### src/design/mms_pkg.sv
// mms_pkg: constants, types and access checks of the memory-map block
// assumes: compiled ahead of every mms module; nothing is imported
package mms_pkg;

  // ----------------------------------------------------------------
  // region, security and host-read policy codes
  // ----------------------------------------------------------------
  typedef enum logic [2:0] {
    RG_EXT   = 3'h0,
    RG_DUAL = 3'h1,
    RG_SINGLE = 3'h2,
    RG_ROM   = 3'h3,
    RG_SHRAM = 3'h4
  } mms_region_e;

  typedef enum logic [1:0] {
    SEC_NONE   = 2'h0,
    SEC_ROM    = 2'h1,
    SEC_ROMRAM = 2'h2
  } mms_sec_e;

  typedef enum logic [1:0] {
    HP_OPEN   = 2'h0,
    HP_BLOCK  = 2'h1,
    HP_WINDOW = 2'h2
  } mms_hpol_e;

  // ----------------------------------------------------------------
  // register offsets, field positions, reset values
  // ----------------------------------------------------------------
  localparam logic [3:0] OFS_MODE = 4'h0;
  localparam logic [3:0] OFS_PAGE = 4'h1;
  localparam logic [3:0] OFS_SEC = 4'h2;
  localparam int BIT_OVL = 0;
  localparam int BIT_ROMD = 1;
  localparam int BIT_ROMSEL = 2;
  localparam int VPP_LSB = 7;
  localparam logic [8:0] VPP_RST = 9'h1ff;
  localparam logic [6:0] PAGE_RST = 7'h00;

  // ----------------------------------------------------------------
  // map bounds, vectors, fixed values
  // ----------------------------------------------------------------
  localparam logic [15:0] DUAL_LO = 16'h0080;
  localparam logic [15:0] DUAL_HI = 16'h27ff;
  localparam logic [15:0] SINGLE_LO = 16'h2800;
  localparam logic [15:0] SINGLE_HI = 16'h7fff;
  localparam logic [15:0] SHRAM_LO = 16'h8000;
  localparam logic [15:0] SHRAM_HI = 16'hbfff;
  localparam logic [15:0] ROM_LO = 16'hc000;
  localparam logic [15:0] HP_WIN_LO = 16'h1000;
  localparam logic [15:0] HP_WIN_HI = 16'h17ff;
  localparam logic [15:0] RESET_VEC = 16'hff80;
  localparam logic [15:0] BAD_DATA = 16'hffff;
  localparam int VEC_WORDS_LOG2 = 2;
  localparam int VPAGE_LOG2 = 7;
  localparam int SYNC_CYCLES = 2;

  // on-chip RAM of any kind
  function automatic logic is_ram(input mms_region_e r);
    is_ram = (r == RG_DUAL) || (r == RG_SINGLE) || (r == RG_SHRAM);
  endfunction

  // read of target by an instruction fetched from origin is masked
  function automatic logic sec_mask(input mms_sec_e lvl,
                                    input mms_region_e origin,
                                    input mms_region_e target);
    logic onchip;
    onchip = (target == RG_ROM) || is_ram(target);
    case (lvl)
      SEC_ROM: sec_mask = (target == RG_ROM) && (origin != RG_ROM);
      SEC_ROMRAM: sec_mask = onchip && (origin == RG_EXT);
      default: sec_mask = 1'b0;
    endcase
  endfunction

endpackage

### src/design/mms_memmap.sv
// mms_memmap: memory-map decode, vectors and access protection
// assumes: core ports, host port and memories run on clk_in; the
// rom mode pin is asynchronous; memories answer in the request cycle
`timescale 1ns/1ps
module mms_memmap #(
  parameter mms_pkg::mms_sec_e SEC_LEVEL = mms_pkg::SEC_NONE,
  parameter mms_pkg::mms_hpol_e HP_POLICY = mms_pkg::HP_OPEN,
  parameter bit SHARED_EN = 1'b0,
  parameter int PAGE_W = 7
) (
  input wire logic clk_in,
  input wire logic sys_rst_in,
  input wire logic clk_en_in,
  input wire logic [3:0] reg_addr_in,
  input wire logic [15:0] reg_wdata_in,
  input wire logic reg_wr_in,
  input wire logic reg_rd_in,
  output logic [15:0] reg_rdata_out,
  input wire logic rom_mode_pin_in,
  input wire logic page_load_in,
  input wire logic [PAGE_W-1:0] page_val_in,
  input wire logic trap_in,
  input wire logic [4:0] trap_num_in,
  output logic pc_load_out,
  output logic [15:0] pc_vector_out,
  input wire logic p_req_in,
  input wire logic p_fetch_in,
  input wire logic [15:0] p_addr_in,
  input wire logic [15:0] p_rdata_in,
  output mms_pkg::mms_region_e p_region_out,
  output logic p_ext_req_out,
  output logic [PAGE_W+15:0] p_ext_addr_out,
  output logic [15:0] p_rdata_out,
  input wire logic da_req_in,
  input wire logic [15:0] da_addr_in,
  input wire logic [15:0] da_rdata_in,
  output mms_pkg::mms_region_e da_region_out,
  output logic da_ext_req_out,
  output logic [15:0] da_rdata_out,
  input wire logic db_req_in,
  input wire logic [15:0] db_addr_in,
  input wire logic [15:0] db_rdata_in,
  output mms_pkg::mms_region_e db_region_out,
  output logic db_ext_req_out,
  output logic [15:0] db_rdata_out,
  input wire logic c2_req_in,
  output logic c2_sh_en_out,
  input wire logic hp_wr_in,
  input wire logic hp_rd_in,
  input wire logic [15:0] hp_addr_in,
  input wire logic [15:0] hp_rdata_in,
  output logic hp_we_out,
  output logic [15:0] hp_rdata_out,
  output logic rom_mode_out,
  output logic emu_en_out,
  output logic bscan_en_out
);

  // ----------------------------------------------------------------
  // state
  // ----------------------------------------------------------------
  typedef enum logic [1:0] {
    ST_SYNC = 2'h0,
    ST_BOOT = 2'h1,
    ST_RUN  = 2'h2
  } mms_phase_e;

  typedef struct packed {
    mms_phase_e phase;
    logic [1:0] sync_cnt;
    logic pin_s1;
    logic pin_s2;
    logic mode_pin;
    logic ram_overlay_bit;
    logic rom_data_map_bit;
    logic [8:0] vector_page_pointer;
    logic [PAGE_W-1:0] program_page_extension;
    mms_pkg::mms_region_e origin;
    logic [15:0] rdata;
    logic pc_load;
    logic [15:0] pc_vec;
  } mms_state_s;

  mms_state_s st_reg;
  mms_state_s st_next;

  // count equal to the two stages, so stage two already holds the pin
  localparam logic [1:0] SYNC_LAST = 2'(mms_pkg::SYNC_CYCLES);

  // ----------------------------------------------------------------
  // mode and security decisions
  // ----------------------------------------------------------------
  logic rom_on;
  logic rom_mode_sel;
  logic page_zero;
  logic [15:0] processor_mode_reg;
  mms_pkg::mms_region_e p_region;
  mms_pkg::mms_region_e da_region;
  mms_pkg::mms_region_e db_region;
  mms_pkg::mms_region_e hp_region;
  logic p_mask;
  logic da_mask;
  logic db_mask;
  logic hp_mask;
  logic hp_in_win;

  assign rom_mode_sel = (SEC_LEVEL == mms_pkg::SEC_ROMRAM) ?
                        1'b0 : st_reg.mode_pin;
  // low select means rom present in program space
  assign rom_on = ~rom_mode_sel;
  assign page_zero = (st_reg.program_page_extension == '0);

  // mode register image: pointer, live mode, overlay, rom-to-data
  always_comb
  begin
    processor_mode_reg = 16'h0000;
    processor_mode_reg[15:mms_pkg::VPP_LSB] = st_reg.vector_page_pointer;
    processor_mode_reg[mms_pkg::BIT_ROMSEL] = rom_mode_sel;
    processor_mode_reg[mms_pkg::BIT_ROMD] = st_reg.rom_data_map_bit;
    processor_mode_reg[mms_pkg::BIT_OVL] = st_reg.ram_overlay_bit;
  end

  // ----------------------------------------------------------------
  // region decoders, one per independent port
  // ----------------------------------------------------------------
  // program address decode
  mms_region_dec #(.SHARED_EN(SHARED_EN)) u_dec_p (
    .addr_in(p_addr_in),
    .is_prog_in(1'b1),
    .page_zero_in(page_zero),
    .ovl_in(st_reg.ram_overlay_bit),
    .romd_in(st_reg.rom_data_map_bit),
    .rom_on_in(rom_on),
    .region_out(p_region)
  );

  mms_region_dec #(.SHARED_EN(SHARED_EN)) u_dec_a (
    .addr_in(da_addr_in),
    .is_prog_in(1'b0),
    .page_zero_in(1'b1),
    .ovl_in(st_reg.ram_overlay_bit),
    .romd_in(st_reg.rom_data_map_bit),
    .rom_on_in(rom_on),
    .region_out(da_region)
  );

  mms_region_dec #(.SHARED_EN(SHARED_EN)) u_dec_b (
    .addr_in(db_addr_in),
    .is_prog_in(1'b0),
    .page_zero_in(1'b1),
    .ovl_in(st_reg.ram_overlay_bit),
    .romd_in(st_reg.rom_data_map_bit),
    .rom_on_in(rom_on),
    .region_out(db_region)
  );

  // host sees the data map
  mms_region_dec #(.SHARED_EN(SHARED_EN)) u_dec_h (
    .addr_in(hp_addr_in),
    .is_prog_in(1'b0),
    .page_zero_in(1'b1),
    .ovl_in(st_reg.ram_overlay_bit),
    .romd_in(st_reg.rom_data_map_bit),
    .rom_on_in(rom_on),
    .region_out(hp_region)
  );

  // checks use fetch origin
  // a fetch itself is never masked: the core must run its own code
  assign p_mask = ~p_fetch_in &&
                  mms_pkg::sec_mask(SEC_LEVEL, st_reg.origin, p_region);
  assign da_mask = mms_pkg::sec_mask(SEC_LEVEL, st_reg.origin,
                                     da_region);
  assign db_mask = mms_pkg::sec_mask(SEC_LEVEL, st_reg.origin,
                                     db_region);

  assign hp_in_win = (hp_addr_in >= mms_pkg::HP_WIN_LO) &&
                     (hp_addr_in <= mms_pkg::HP_WIN_HI);
  always_comb
  begin
    hp_mask = 1'b0;
    if (SEC_LEVEL != mms_pkg::SEC_NONE)
    begin
      case (HP_POLICY)
        mms_pkg::HP_BLOCK: hp_mask = 1'b1;
        mms_pkg::HP_WINDOW: hp_mask = ~hp_in_win;
        default: hp_mask = 1'b0;
      endcase
    end
  end

  // ----------------------------------------------------------------
  // next state
  // ----------------------------------------------------------------
  always_comb
  begin
    st_next = st_reg;
    st_next.pc_load = 1'b0;
    st_next.rdata = 16'h0000;
    // mode pin synchroniser, second stage only is read further on
    st_next.pin_s1 = rom_mode_pin_in;
    st_next.pin_s2 = st_reg.pin_s1;

    case (st_reg.phase)
      ST_SYNC:
      begin
        st_next.sync_cnt = st_reg.sync_cnt + 2'h1;
        if (st_reg.sync_cnt == SYNC_LAST)
        begin
          st_next.mode_pin = st_reg.pin_s2;
          st_next.phase = ST_BOOT;
        end
      end
      ST_BOOT:
      begin
        st_next.pc_load = 1'b1;
        st_next.pc_vec = mms_pkg::RESET_VEC;
        st_next.origin = mms_pkg::RG_EXT;
        st_next.phase = ST_RUN;
      end
      ST_RUN:
      begin
        if (trap_in)
        begin
          st_next.pc_load = 1'b1;
          st_next.pc_vec = {st_reg.vector_page_pointer, 7'h00} |
            16'({trap_num_in, {mms_pkg::VEC_WORDS_LOG2{1'b0}}});
        end
      end
      default: st_next.phase = ST_SYNC;
    endcase

    if (p_req_in && p_fetch_in)
      st_next.origin = p_region;

    // register writes; no security write path
    if (reg_wr_in)
    begin
      case (reg_addr_in)
        mms_pkg::OFS_MODE:
        begin
          st_next.vector_page_pointer =
            reg_wdata_in[15:mms_pkg::VPP_LSB];
          st_next.ram_overlay_bit = reg_wdata_in[mms_pkg::BIT_OVL];
          st_next.rom_data_map_bit = reg_wdata_in[mms_pkg::BIT_ROMD];
        end
        mms_pkg::OFS_PAGE:
          st_next.program_page_extension = reg_wdata_in[PAGE_W-1:0];
        default: st_next.rdata = st_next.rdata;
      endcase
    end
    // far transfers load page; core wins over software
    if (page_load_in)
      st_next.program_page_extension = page_val_in;

    // read data for the cycle after the strobe
    if (reg_rd_in)
    begin
      case (reg_addr_in)
        mms_pkg::OFS_MODE: st_next.rdata = processor_mode_reg;
        mms_pkg::OFS_PAGE:
          st_next.rdata = 16'(st_reg.program_page_extension);
        mms_pkg::OFS_SEC:
          st_next.rdata = {12'h000, HP_POLICY, SEC_LEVEL};
        default: st_next.rdata = 16'h0000;
      endcase
    end
  end

  // ----------------------------------------------------------------
  // state register
  // ----------------------------------------------------------------
  // reset takes constants only; the pin is caught later in ST_SYNC
  always_ff @(posedge clk_in or posedge sys_rst_in)
  begin
    if (sys_rst_in)
    begin
      st_reg <= '0;
      st_reg.phase <= ST_SYNC;
      st_reg.vector_page_pointer <= mms_pkg::VPP_RST;
      st_reg.program_page_extension <= PAGE_W'(mms_pkg::PAGE_RST);
      st_reg.origin <= mms_pkg::RG_EXT;
    end
    else if (clk_en_in)
      st_reg <= st_next;
  end

  // ----------------------------------------------------------------
  // read returns through the guards
  // ----------------------------------------------------------------
  // rom masking, plus on-chip ram masking under rom/ram security
  mms_rd_guard #(.W(16)) u_grd_p (
    .clk_in(clk_in),
    .sys_rst_in(sys_rst_in),
    .clk_en_in(clk_en_in),
    .take_in(p_req_in),
    .mask_in(p_mask),
    .data_in(p_rdata_in),
    .data_out(p_rdata_out)
  );

  mms_rd_guard #(.W(16)) u_grd_a (
    .clk_in(clk_in),
    .sys_rst_in(sys_rst_in),
    .clk_en_in(clk_en_in),
    .take_in(da_req_in),
    .mask_in(da_mask),
    .data_in(da_rdata_in),
    .data_out(da_rdata_out)
  );

  mms_rd_guard #(.W(16)) u_grd_b (
    .clk_in(clk_in),
    .sys_rst_in(sys_rst_in),
    .clk_en_in(clk_en_in),
    .take_in(db_req_in),
    .mask_in(db_mask),
    .data_in(db_rdata_in),
    .data_out(db_rdata_out)
  );

  // refused host reads of on-chip memory return the invalid word
  mms_rd_guard #(.W(16)) u_grd_h (
    .clk_in(clk_in),
    .sys_rst_in(sys_rst_in),
    .clk_en_in(clk_en_in),
    .take_in(hp_rd_in),
    .mask_in(hp_mask && (hp_region != mms_pkg::RG_EXT)),
    .data_in(hp_rdata_in),
    .data_out(hp_rdata_out)
  );

  // ----------------------------------------------------------------
  // outputs
  // ----------------------------------------------------------------
  // page register above every program address
  assign p_ext_addr_out = {st_reg.program_page_extension, p_addr_in};
  assign p_region_out = p_region;
  assign p_ext_req_out = p_req_in && (p_region == mms_pkg::RG_EXT);
  assign da_region_out = da_region;
  assign da_ext_req_out = da_req_in && (da_region == mms_pkg::RG_EXT);
  assign db_region_out = db_region;
  assign db_ext_req_out = db_req_in && (db_region == mms_pkg::RG_EXT);
  assign c2_sh_en_out = c2_req_in && SHARED_EN;
  assign hp_we_out = hp_wr_in;
  assign rom_mode_out = rom_mode_sel;
  assign emu_en_out = (SEC_LEVEL == mms_pkg::SEC_NONE);
  assign bscan_en_out = 1'b1;
  assign pc_load_out = st_reg.pc_load;
  assign pc_vector_out = st_reg.pc_vec;
  assign reg_rdata_out = st_reg.rdata;

endmodule

### src/design/mms_region_dec.sv
// mms_region_dec: places one 16-bit address in a region of the map
// assumes: control bits come from flops of the same clock
`timescale 1ns/1ps
module mms_region_dec #(
  parameter bit SHARED_EN = 1'b0
) (
  input wire logic [15:0] addr_in,
  input wire logic is_prog_in,
  input wire logic page_zero_in,
  input wire logic ovl_in,
  input wire logic romd_in,
  input wire logic rom_on_in,
  output mms_pkg::mms_region_e region_out
);

  // ----------------------------------------------------------------
  // address decode
  // ----------------------------------------------------------------
  logic in_da;
  logic in_sa;
  logic in_sh;
  logic in_rom;

  assign in_da = (addr_in >= mms_pkg::DUAL_LO) &&
                 (addr_in <= mms_pkg::DUAL_HI);
  assign in_sa = (addr_in >= mms_pkg::SINGLE_LO) &&
                 (addr_in <= mms_pkg::SINGLE_HI);
  assign in_sh = (addr_in >= mms_pkg::SHRAM_LO) &&
                 (addr_in <= mms_pkg::SHRAM_HI);
  assign in_rom = (addr_in >= mms_pkg::ROM_LO);

  // program side: dual/single RAM only with overlay, on every page; shared RAM and rom page 0
  always_comb
  begin
    region_out = mms_pkg::RG_EXT;
    if (is_prog_in)
    begin
      if (ovl_in && in_da)
        region_out = mms_pkg::RG_DUAL;
      else if (ovl_in && in_sa)
        region_out = mms_pkg::RG_SINGLE;
      else if (SHARED_EN && page_zero_in && in_sh)
        region_out = mms_pkg::RG_SHRAM;
      else if (rom_on_in && page_zero_in && in_rom)
        region_out = mms_pkg::RG_ROM;
    end
    else
    begin
      if (in_da)
        region_out = mms_pkg::RG_DUAL;
      else if (in_sa)
        region_out = mms_pkg::RG_SINGLE;
      else if (romd_in && in_rom)
        region_out = mms_pkg::RG_ROM;
    end
  end

endmodule

### src/design/mms_rd_guard.sv
// mms_rd_guard: registers one read return, substituting the
// invalid-data word when the access is refused
// assumes: memory read data is valid in the cycle of the request
`timescale 1ns/1ps
module mms_rd_guard #(
  parameter int W = 16
) (
  input wire logic clk_in,
  input wire logic sys_rst_in,
  input wire logic clk_en_in,
  input wire logic take_in,
  input wire logic mask_in,
  input wire logic [W-1:0] data_in,
  output logic [W-1:0] data_out
);

  typedef struct packed {
    logic [W-1:0] data;
  } mms_guard_s;

  mms_guard_s st_reg;
  mms_guard_s st_next;

  // ----------------------------------------------------------------
  // next state: hold between reads
  // ----------------------------------------------------------------
  always_comb
  begin
    st_next = st_reg;
    if (take_in)
      st_next.data = mask_in ? W'(mms_pkg::BAD_DATA) : data_in;
  end

  // state register
  always_ff @(posedge clk_in or posedge sys_rst_in)
  begin
    if (sys_rst_in)
      st_reg <= '0;
    else if (clk_en_in)
      st_reg <= st_next;
  end

  assign data_out = st_reg.data;

endmodule

### config.mk
export PLATFORM = sky130hd
export DESIGN_NAME = mms_memmap
export DESIGN_NICKNAME = d
export VERILOG_FILES = /design/src/design/mms_pkg.sv /design/src/design/mms_memmap.sv /design/src/design/mms_region_dec.sv /design/src/design/mms_rd_guard.sv
export SDC_FILE = /design/constraint.sdc
export NUM_CORES = 1
export LEC_CHECK = 0
export BUFFER_PORTS_ARGS = -buffer_cell sky130_fd_sc_hd__buf_2
export CORE_AREA = 2 2 121 123
export CTS_CLUSTER_DIAMETER = 50
export DETAILED_ROUTE_END_ITERATION = 7
export DIE_AREA = 0 0 123 125
export PLACE_DENSITY = 0.82
export SYNTH_ARGS = -nofsm -noshare
export SYNTH_HDL_FRONTEND = slang
export SYNTH_SLANG_ARGS = --single-unit
### constraint.sdc
create_clock -name clk_in -period 4.4 [get_ports clk_in]
set_input_delay 0.44 -clock clk_in [delete_from_list [all_inputs] [get_ports clk_in]]
set_output_delay 0.44 -clock clk_in [all_outputs]
set_load 0.1 [all_outputs]
==> flow_summary.toml, run 1 <==
[synthesis]
ys_types = 47
yosysSeqAreaShare = 0.556
synth_top_area_frac = 0.512
async_flop_share = 1.00
avgSynthCellArea_um2 = 13.0
synth_seq_cells = 120
yosys_warnings = 0
synth.most_common_cell = "dfrtp_1"
yosys.area.top_type = "dfrtp_1"
yosys-top-cells-area = "dfrtp_1 (51%), mux2_2 (12%), buf_4 (8.6%)"
synth_edf_count = 0
synth_area_um2 = 5420
syn-instance-count = 417
synthFlopType = "dfrtp_1"
synthTopCellsByCount = "dfrtp_1 (111), buf_4 (62), mux2_2 (58)"

[worst_setup_path]
cp-start-kind = "register"
crit_cells = 4
crit_family = "simple AND/OR/NAND/NOR gates"
crit_fanout = 4
critPathLaunch = "rom_mode_out$_DFFE_PP0P_"
critPathArrivalTime_ps = 1990
path_buf_inv = 1
path_class = "reg2out"
rr_startpoint = "st_reg[60]$_DFFE_PP0P_"
slowest_delay_ps = 440
crit_path_top_delay_cell = "buf_2"
cp.required_ps = 3960
r2r_cells = 5
endpoint_kind = "output port"
crit_chain = "nor4_1, nand4_1, a21oi_1, buf_2"
rrSetupSlack_ps = 2500
cp-endpoint = "p_region_out[0]"
rr_endpoint = "pc_vector_out[3]$_DFFE_PP0P_"

[clock_network]
cts_buffer_depth = 2
cts_resized = 0
cts_buffers = 17
cts.clk_slew.worst_paths_ps = 60
h-tree-depth = 4
tritoncts = "built"
numClockSinks = 120
holdBufCountCts = 0
post_cts.repair.setup_buffers = 0
clkLatencyLatePin_ps = 410
clock-root-buffer = "clkbuf_16"

[routing]
dr_total_vias = 4041
drcViolationCount = 0
dr.pass1.iters = 4
detail-route-antenna-nets = 0
wl_per_cell_um = 16.0
drt_iter0_drc = 132
wirelength_um = 13100
vias_per_cell = 4.92

[global_routing]
grt_overflow = 0
antenna_found_initial = 0
grt_max_degree = 62
grt_usage = 0.177
grt_pass1_wl_um = 20700
grt_pass1_vias = 4230

[sta]
tightest_slew_ps = 764
clock.fmax_ghz = 0.411
drv_slew = 0
relSlewSlack = 0.491
rsz0062_at_grt = "false"
layout_min_cycle_time_ps = 2430
min_period_over_period = 0.553
hold_viol = 0
fin_worst_skew_ps = 9.56
finalSetupViolCount = 0
fin_setup_tns_ps = 0

[cells_and_area]
syn2layout_area_growth_pct = 30.0
finalInstanceArea_um2 = 7040
nNetsFinal = 804
drive_gt1_frac = 0.561
fillers = 1299
diodes = 0
multi_input_area_um2 = 1840
seqCellArea_um2 = 3010

[power]
powerDensity_nw_per_um2 = 687
power.share.clock = 0.291
switchingPower_mw = 2.22
peakVddDrop_uv = 395
p_comb_frac = 0.411
p_int_mw = 2.62
pwr-share-seq = 0.299
swShare = 0.459
leakage_nw = 3.56

[die]
ios = 312
coreArea_um2 = 14200
die-area_um2 = 15400
die_w_um = 123
initial_core_util = 0.382
rows = 44
fp.dieH_um = 125

[placement]
hpwl_um = 9910
io_buffers = 255
placed_cell_area_um2 = 6440
place.gp.congestion = 0.774

[hold_path]
hold_class = "in2async"

[run_status]
status = "finished, final reports clean"

[flow_run]
cap_violations = 0
==> cell families after synthesis <==
family / share of synthesized area
AO/OA/AOI/OAI: 0.0970
XOR/XNOR: 0.00162
adder cells (fa/ha/maj): 0.00923
buffers and inverters: 0.108
flip-flops: 0.556
multiplexers: 0.172
other: 0.00139
AND/OR/NAND/NOR: 0.0549
==> cell type report <==
cell class / count / share of cell area
inverter: 16 / 0.00888
timing repair buffer: 257 / 0.183
multi-input combinational: 213 / 0.262
sequential: 120 / 0.428
tap: 184 / 0.0327
clock inverter: 8 / 0.0172
clock buffer: 24 / 0.0684
==> layout by cell type, fill, tap and decap left out, drive strengths merged, types with 2 or more instances in the layout <==
master,Yosys,routed
inv,16,16
dfrtp,111,111
mux2i,3,3
dfstp,9,9
nand3,5,5
o32a,5,5
o22ai,2,2
conb,2,8
a22o,15,15
o21ai,8,8
nor2,7,7
o21a,6,6
ha,4,4
nand2,12,12
buf,71,257
clkinv,0,4
a21oi,8,8
o2bb2ai,16,16
clkbuf,3,24
bufinv,0,3
nor4,4,4
a2bb2oi,2,2
mux2,80,80
nand2b,5,5
or4,4,4
nand3b,2,2
==> worst min-delay path by stage <==
stage	from	end	slack [ps]	depth (start not counted)
finish	sys_rst_in	u_grd_a.data_out[2]$_DFFE_PP0P_	190	2
global placement	st_reg[57]$_DFFE_PP0P_	st_reg[57]$_DFFE_PP0P_	460	1
global route	reg_wdata_in[14]	processor_mode_reg[14]$_DFFE_PP1P_	230	2
CTS	sys_rst_in	u_grd_a.data_out[1]$_DFFE_PP0P_	210	2
floorplan	st_reg[57]$_DFFE_PP0P_	st_reg[57]$_DFFE_PP0P_	450	1
detailed placement	st_reg[57]$_DFFE_PP0P_	st_reg[57]$_DFFE_PP0P_	460	1
==> layer usage <==
layer	routed length, µm	GRT usage	share of wire	vias to the layer above
met4	240	0.0635	0.018	0
met3	900	0.0584	0.069	26
met1	5240	0.200	0.40	2001
li1	-	-	-	1843
met2	6740	0.308	0.51	171
met5	0	0	0	-
==> power by group through the flow <==
stage | combinational (mW) | sequential, mW | clock (mW)
after detailed placement | 2.00 | 1.46 | 0
final | 1.99 | 1.44 | 1.41
after CTS | 2.00 | 1.45 | 1.44
after floorplan | 1.11 | 2.13 | 0
after global routing | 2.07 | 1.47 | 1.50
after global placement | 1.98 | 1.45 | 0
==> worst reg2reg max path, delay by kind of cell (launching register included) <==
family / cells / cell delay, ps
adder cells (fa/ha/maj): 1 / 410
flip-flops: 1 / 380
AO/OA/AOI/OAI: 1 / 370
AND/OR/NAND/NOR: 1 / 290
multiplexers: 1 / 250
buffers and inverters: 1 / 90
==> metrics by stage <==
| step | utilization | power [mW] | setup slack [ps] | cells | hold WS (ps) |
|---|---|---|---|---|---|
| 2_1_floorplan | - | 3.24 | 789 | 423 | 446 |
| 3_3_place_gp | 0.453 | 3.42 | 1990 | 790 | 462 |
| 3_5_place_dp | 0.453 | 3.46 | 1990 | 790 | 465 |
| 4_1_cts | 0.496 | 4.89 | 1910 | 822 | 209 |
| 5_1_grt | 0.496 | 5.04 | 1860 | 822 | 225 |
| 6_report | 0.496 | 4.84 | 1970 | 822 | 187 |
(Power assumes the default switching activity.)
==> inputs of run 2 (changes only) <==
Settings changed: CORE_AREA 2 2 121 123 to 2 2 120 122, DIE_AREA 0 0 123 125 to 0 0 122 124, PLACE_DENSITY 0.82 to 0.86.
Clock period 4.4 ns to 2.1 ns, I/O delays scaled along.
==> run 2 against run 1 <==
Effect of this change: via count is essentially flat; wire length grew 2.5%; sequential share of layout area shrank 0.99 points; largest cell class unchanged; flip-flop and latch count is the same; die area shrank 1.6%; first-iteration DRC count grew 57%.
==> flow_summary.toml, run 2 (synthesized netlist as in run 1, its figures left out) <==
[run_status]
status = "finished, final reports clean"

[placement]
io_buffers = 255
dp_cells = 790
post-place-ws_ps = 202
hpwl_um = 10100
place.gp.congestion = 0.741

[global_routing]
antenna_found_initial = 0
grt_pass1_vias = 4157
grt_pass1_wl_um = 20000
grt_max_degree = 113
grt_overflow = 0
grt_usage = 0.175

[routing]
vias_per_cell = 4.89
detail-route-antenna-nets = 0
dr.pass1.iters = 4
wl_per_cell_um = 16.3
dr_total_vias = 4044
drt_iter0_drc = 207
drcViolationCount = 0
wirelength_um = 13500

[cells_and_area]
drive_gt1_frac = 0.573
fillers = 1199
final_cell_mix = "buf_2 (250), dfrtp_1 (109), mux2_2 (58)"
syn2layout_area_growth_pct = 33.1
final_common_cell = "buf_2"
final_cells = 827
nNetsFinal = 813
diodes = 0

[clock_network]
clkLatencyLatePin_ps = 400
cts_buffers = 17
numClockSinks = 120
h-tree-depth = 4
cts.clk_slew.worst_paths_ps = 60
tritoncts = "built"
cts_buffer_depth = 2
clock-root-buffer = "clkbuf_16"

[sta]
fin_setup_tns_ps = 0
fin_worst_skew_ps = 4.39
hold_viol = 0
layout_min_cycle_time_ps = 2020
min_period_over_period = 0.961
setup_ws_ps = 82.4
relSlewSlack = 0.562
rsz0062_at_grt = "true"
fin_hold_ws_ps = 23.1
tightest_slew_ps = 656
finalSetupViolCount = 0
clock.fmax_ghz = 0.496
drv_slew = 0

[die]
coreArea_um2 = 13700
fp.dieH_um = 124
rows = 43
ios = 312
die-area_um2 = 15100
die_w_um = 122
initial_core_util = 0.395

[worst_setup_path]
endpoint_kind = "output port"
critPathArrivalTime_ps = 1810
path_class = "reg2out"
cp.required_ps = 1890
cp-start-kind = "register"
crit_fanout = 4

[power]
powerDensity_nw_per_um2 = 1400
peakVddDrop_uv = 845
leakage_nw = 3.60

[hold_path]
hold_class = "in2reg"

[flow_run]
cap_violations = 0
run 2: layer usage:
metal,vias up,routed length [µm],global-route usage
li1,1866,-,-
met1,1977,5400,0.201
met2,179,6850,0.303
met3,22,946,0.0554
met4,0,261,0.0718
met5,-,0,0
run 2: worst paths after layout:
kind / depth (start not counted) / endpoint / start / slack, ps
setup / recovery: 4 / p_ext_req_out / rom_mode_out$_DFFE_PP0P_ / 80
hold / removal: 2 / processor_mode_reg[10]$_DFFE_PP1P_ / reg_wdata_in[10] / 20
setup reg to reg: 5 / pc_vector_out[4]$_DFFE_PP0P_ / st_reg[60]$_DFFE_PP0P_ / 190
hold reg to reg: 1 / st_reg[57]$_DFFE_PP0P_ / st_reg[57]$_DFFE_PP0P_ / 480
max in group asynchronous: 4 / rom_mode_out$_DFFE_PP0P_ / sys_rst_in / 900
min in group asynchronous: 3 / u_grd_a.data_out[6]$_DFFE_PP0P_ / sys_rst_in / 300
run 2: cell type report:
type	instances	area (µm²)	area share
clock inverter	14	149	0.0206
timing repair buffer	266	1450	0.201
multi-input combinational	213	1870	0.260
sequential	120	3020	0.418
clock buffer	18	439	0.0609
tap	180	225	0.0312
inverter	16	63.8	0.00884
run 2: through the flow:
stage,util,power [mW],cell area [µm²]
final,0.526,10.1,7220
after floorplan,-,6.80,5460
after CTS,0.525,10.2,7210
after global placement,0.478,7.20,6560
after detailed placement,0.478,7.29,6560
after global routing,0.526,10.5,7220
run 2: worst max-delay path, stage by stage, from the launching register on:
cell and delay, ps:
dfrtp_2 440, nor4_4 290, nand4_1 230, and4b_1 260, buf_6 180
run 2: power by group:
group	switching (mW)	leakage, nW	internal, mW
logic	3.41	1.87	0.805
clock network	1.07	0.279	1.78
registers	0.275	1.46	2.76
total	4.75	3.60	5.35
run 2: repair_timing:
| action | in CTS | in global routing |
|---|---|---|
| hold endpoints to repair | 12 | 0 |
| resized for setup | 3 | 2 |
| hold buffers | 5 | 0 |
| setup buffers | 0 | 0 |
| pin swaps | 1 | 2 |
| setup endpoints to repair | 2 | 4 |
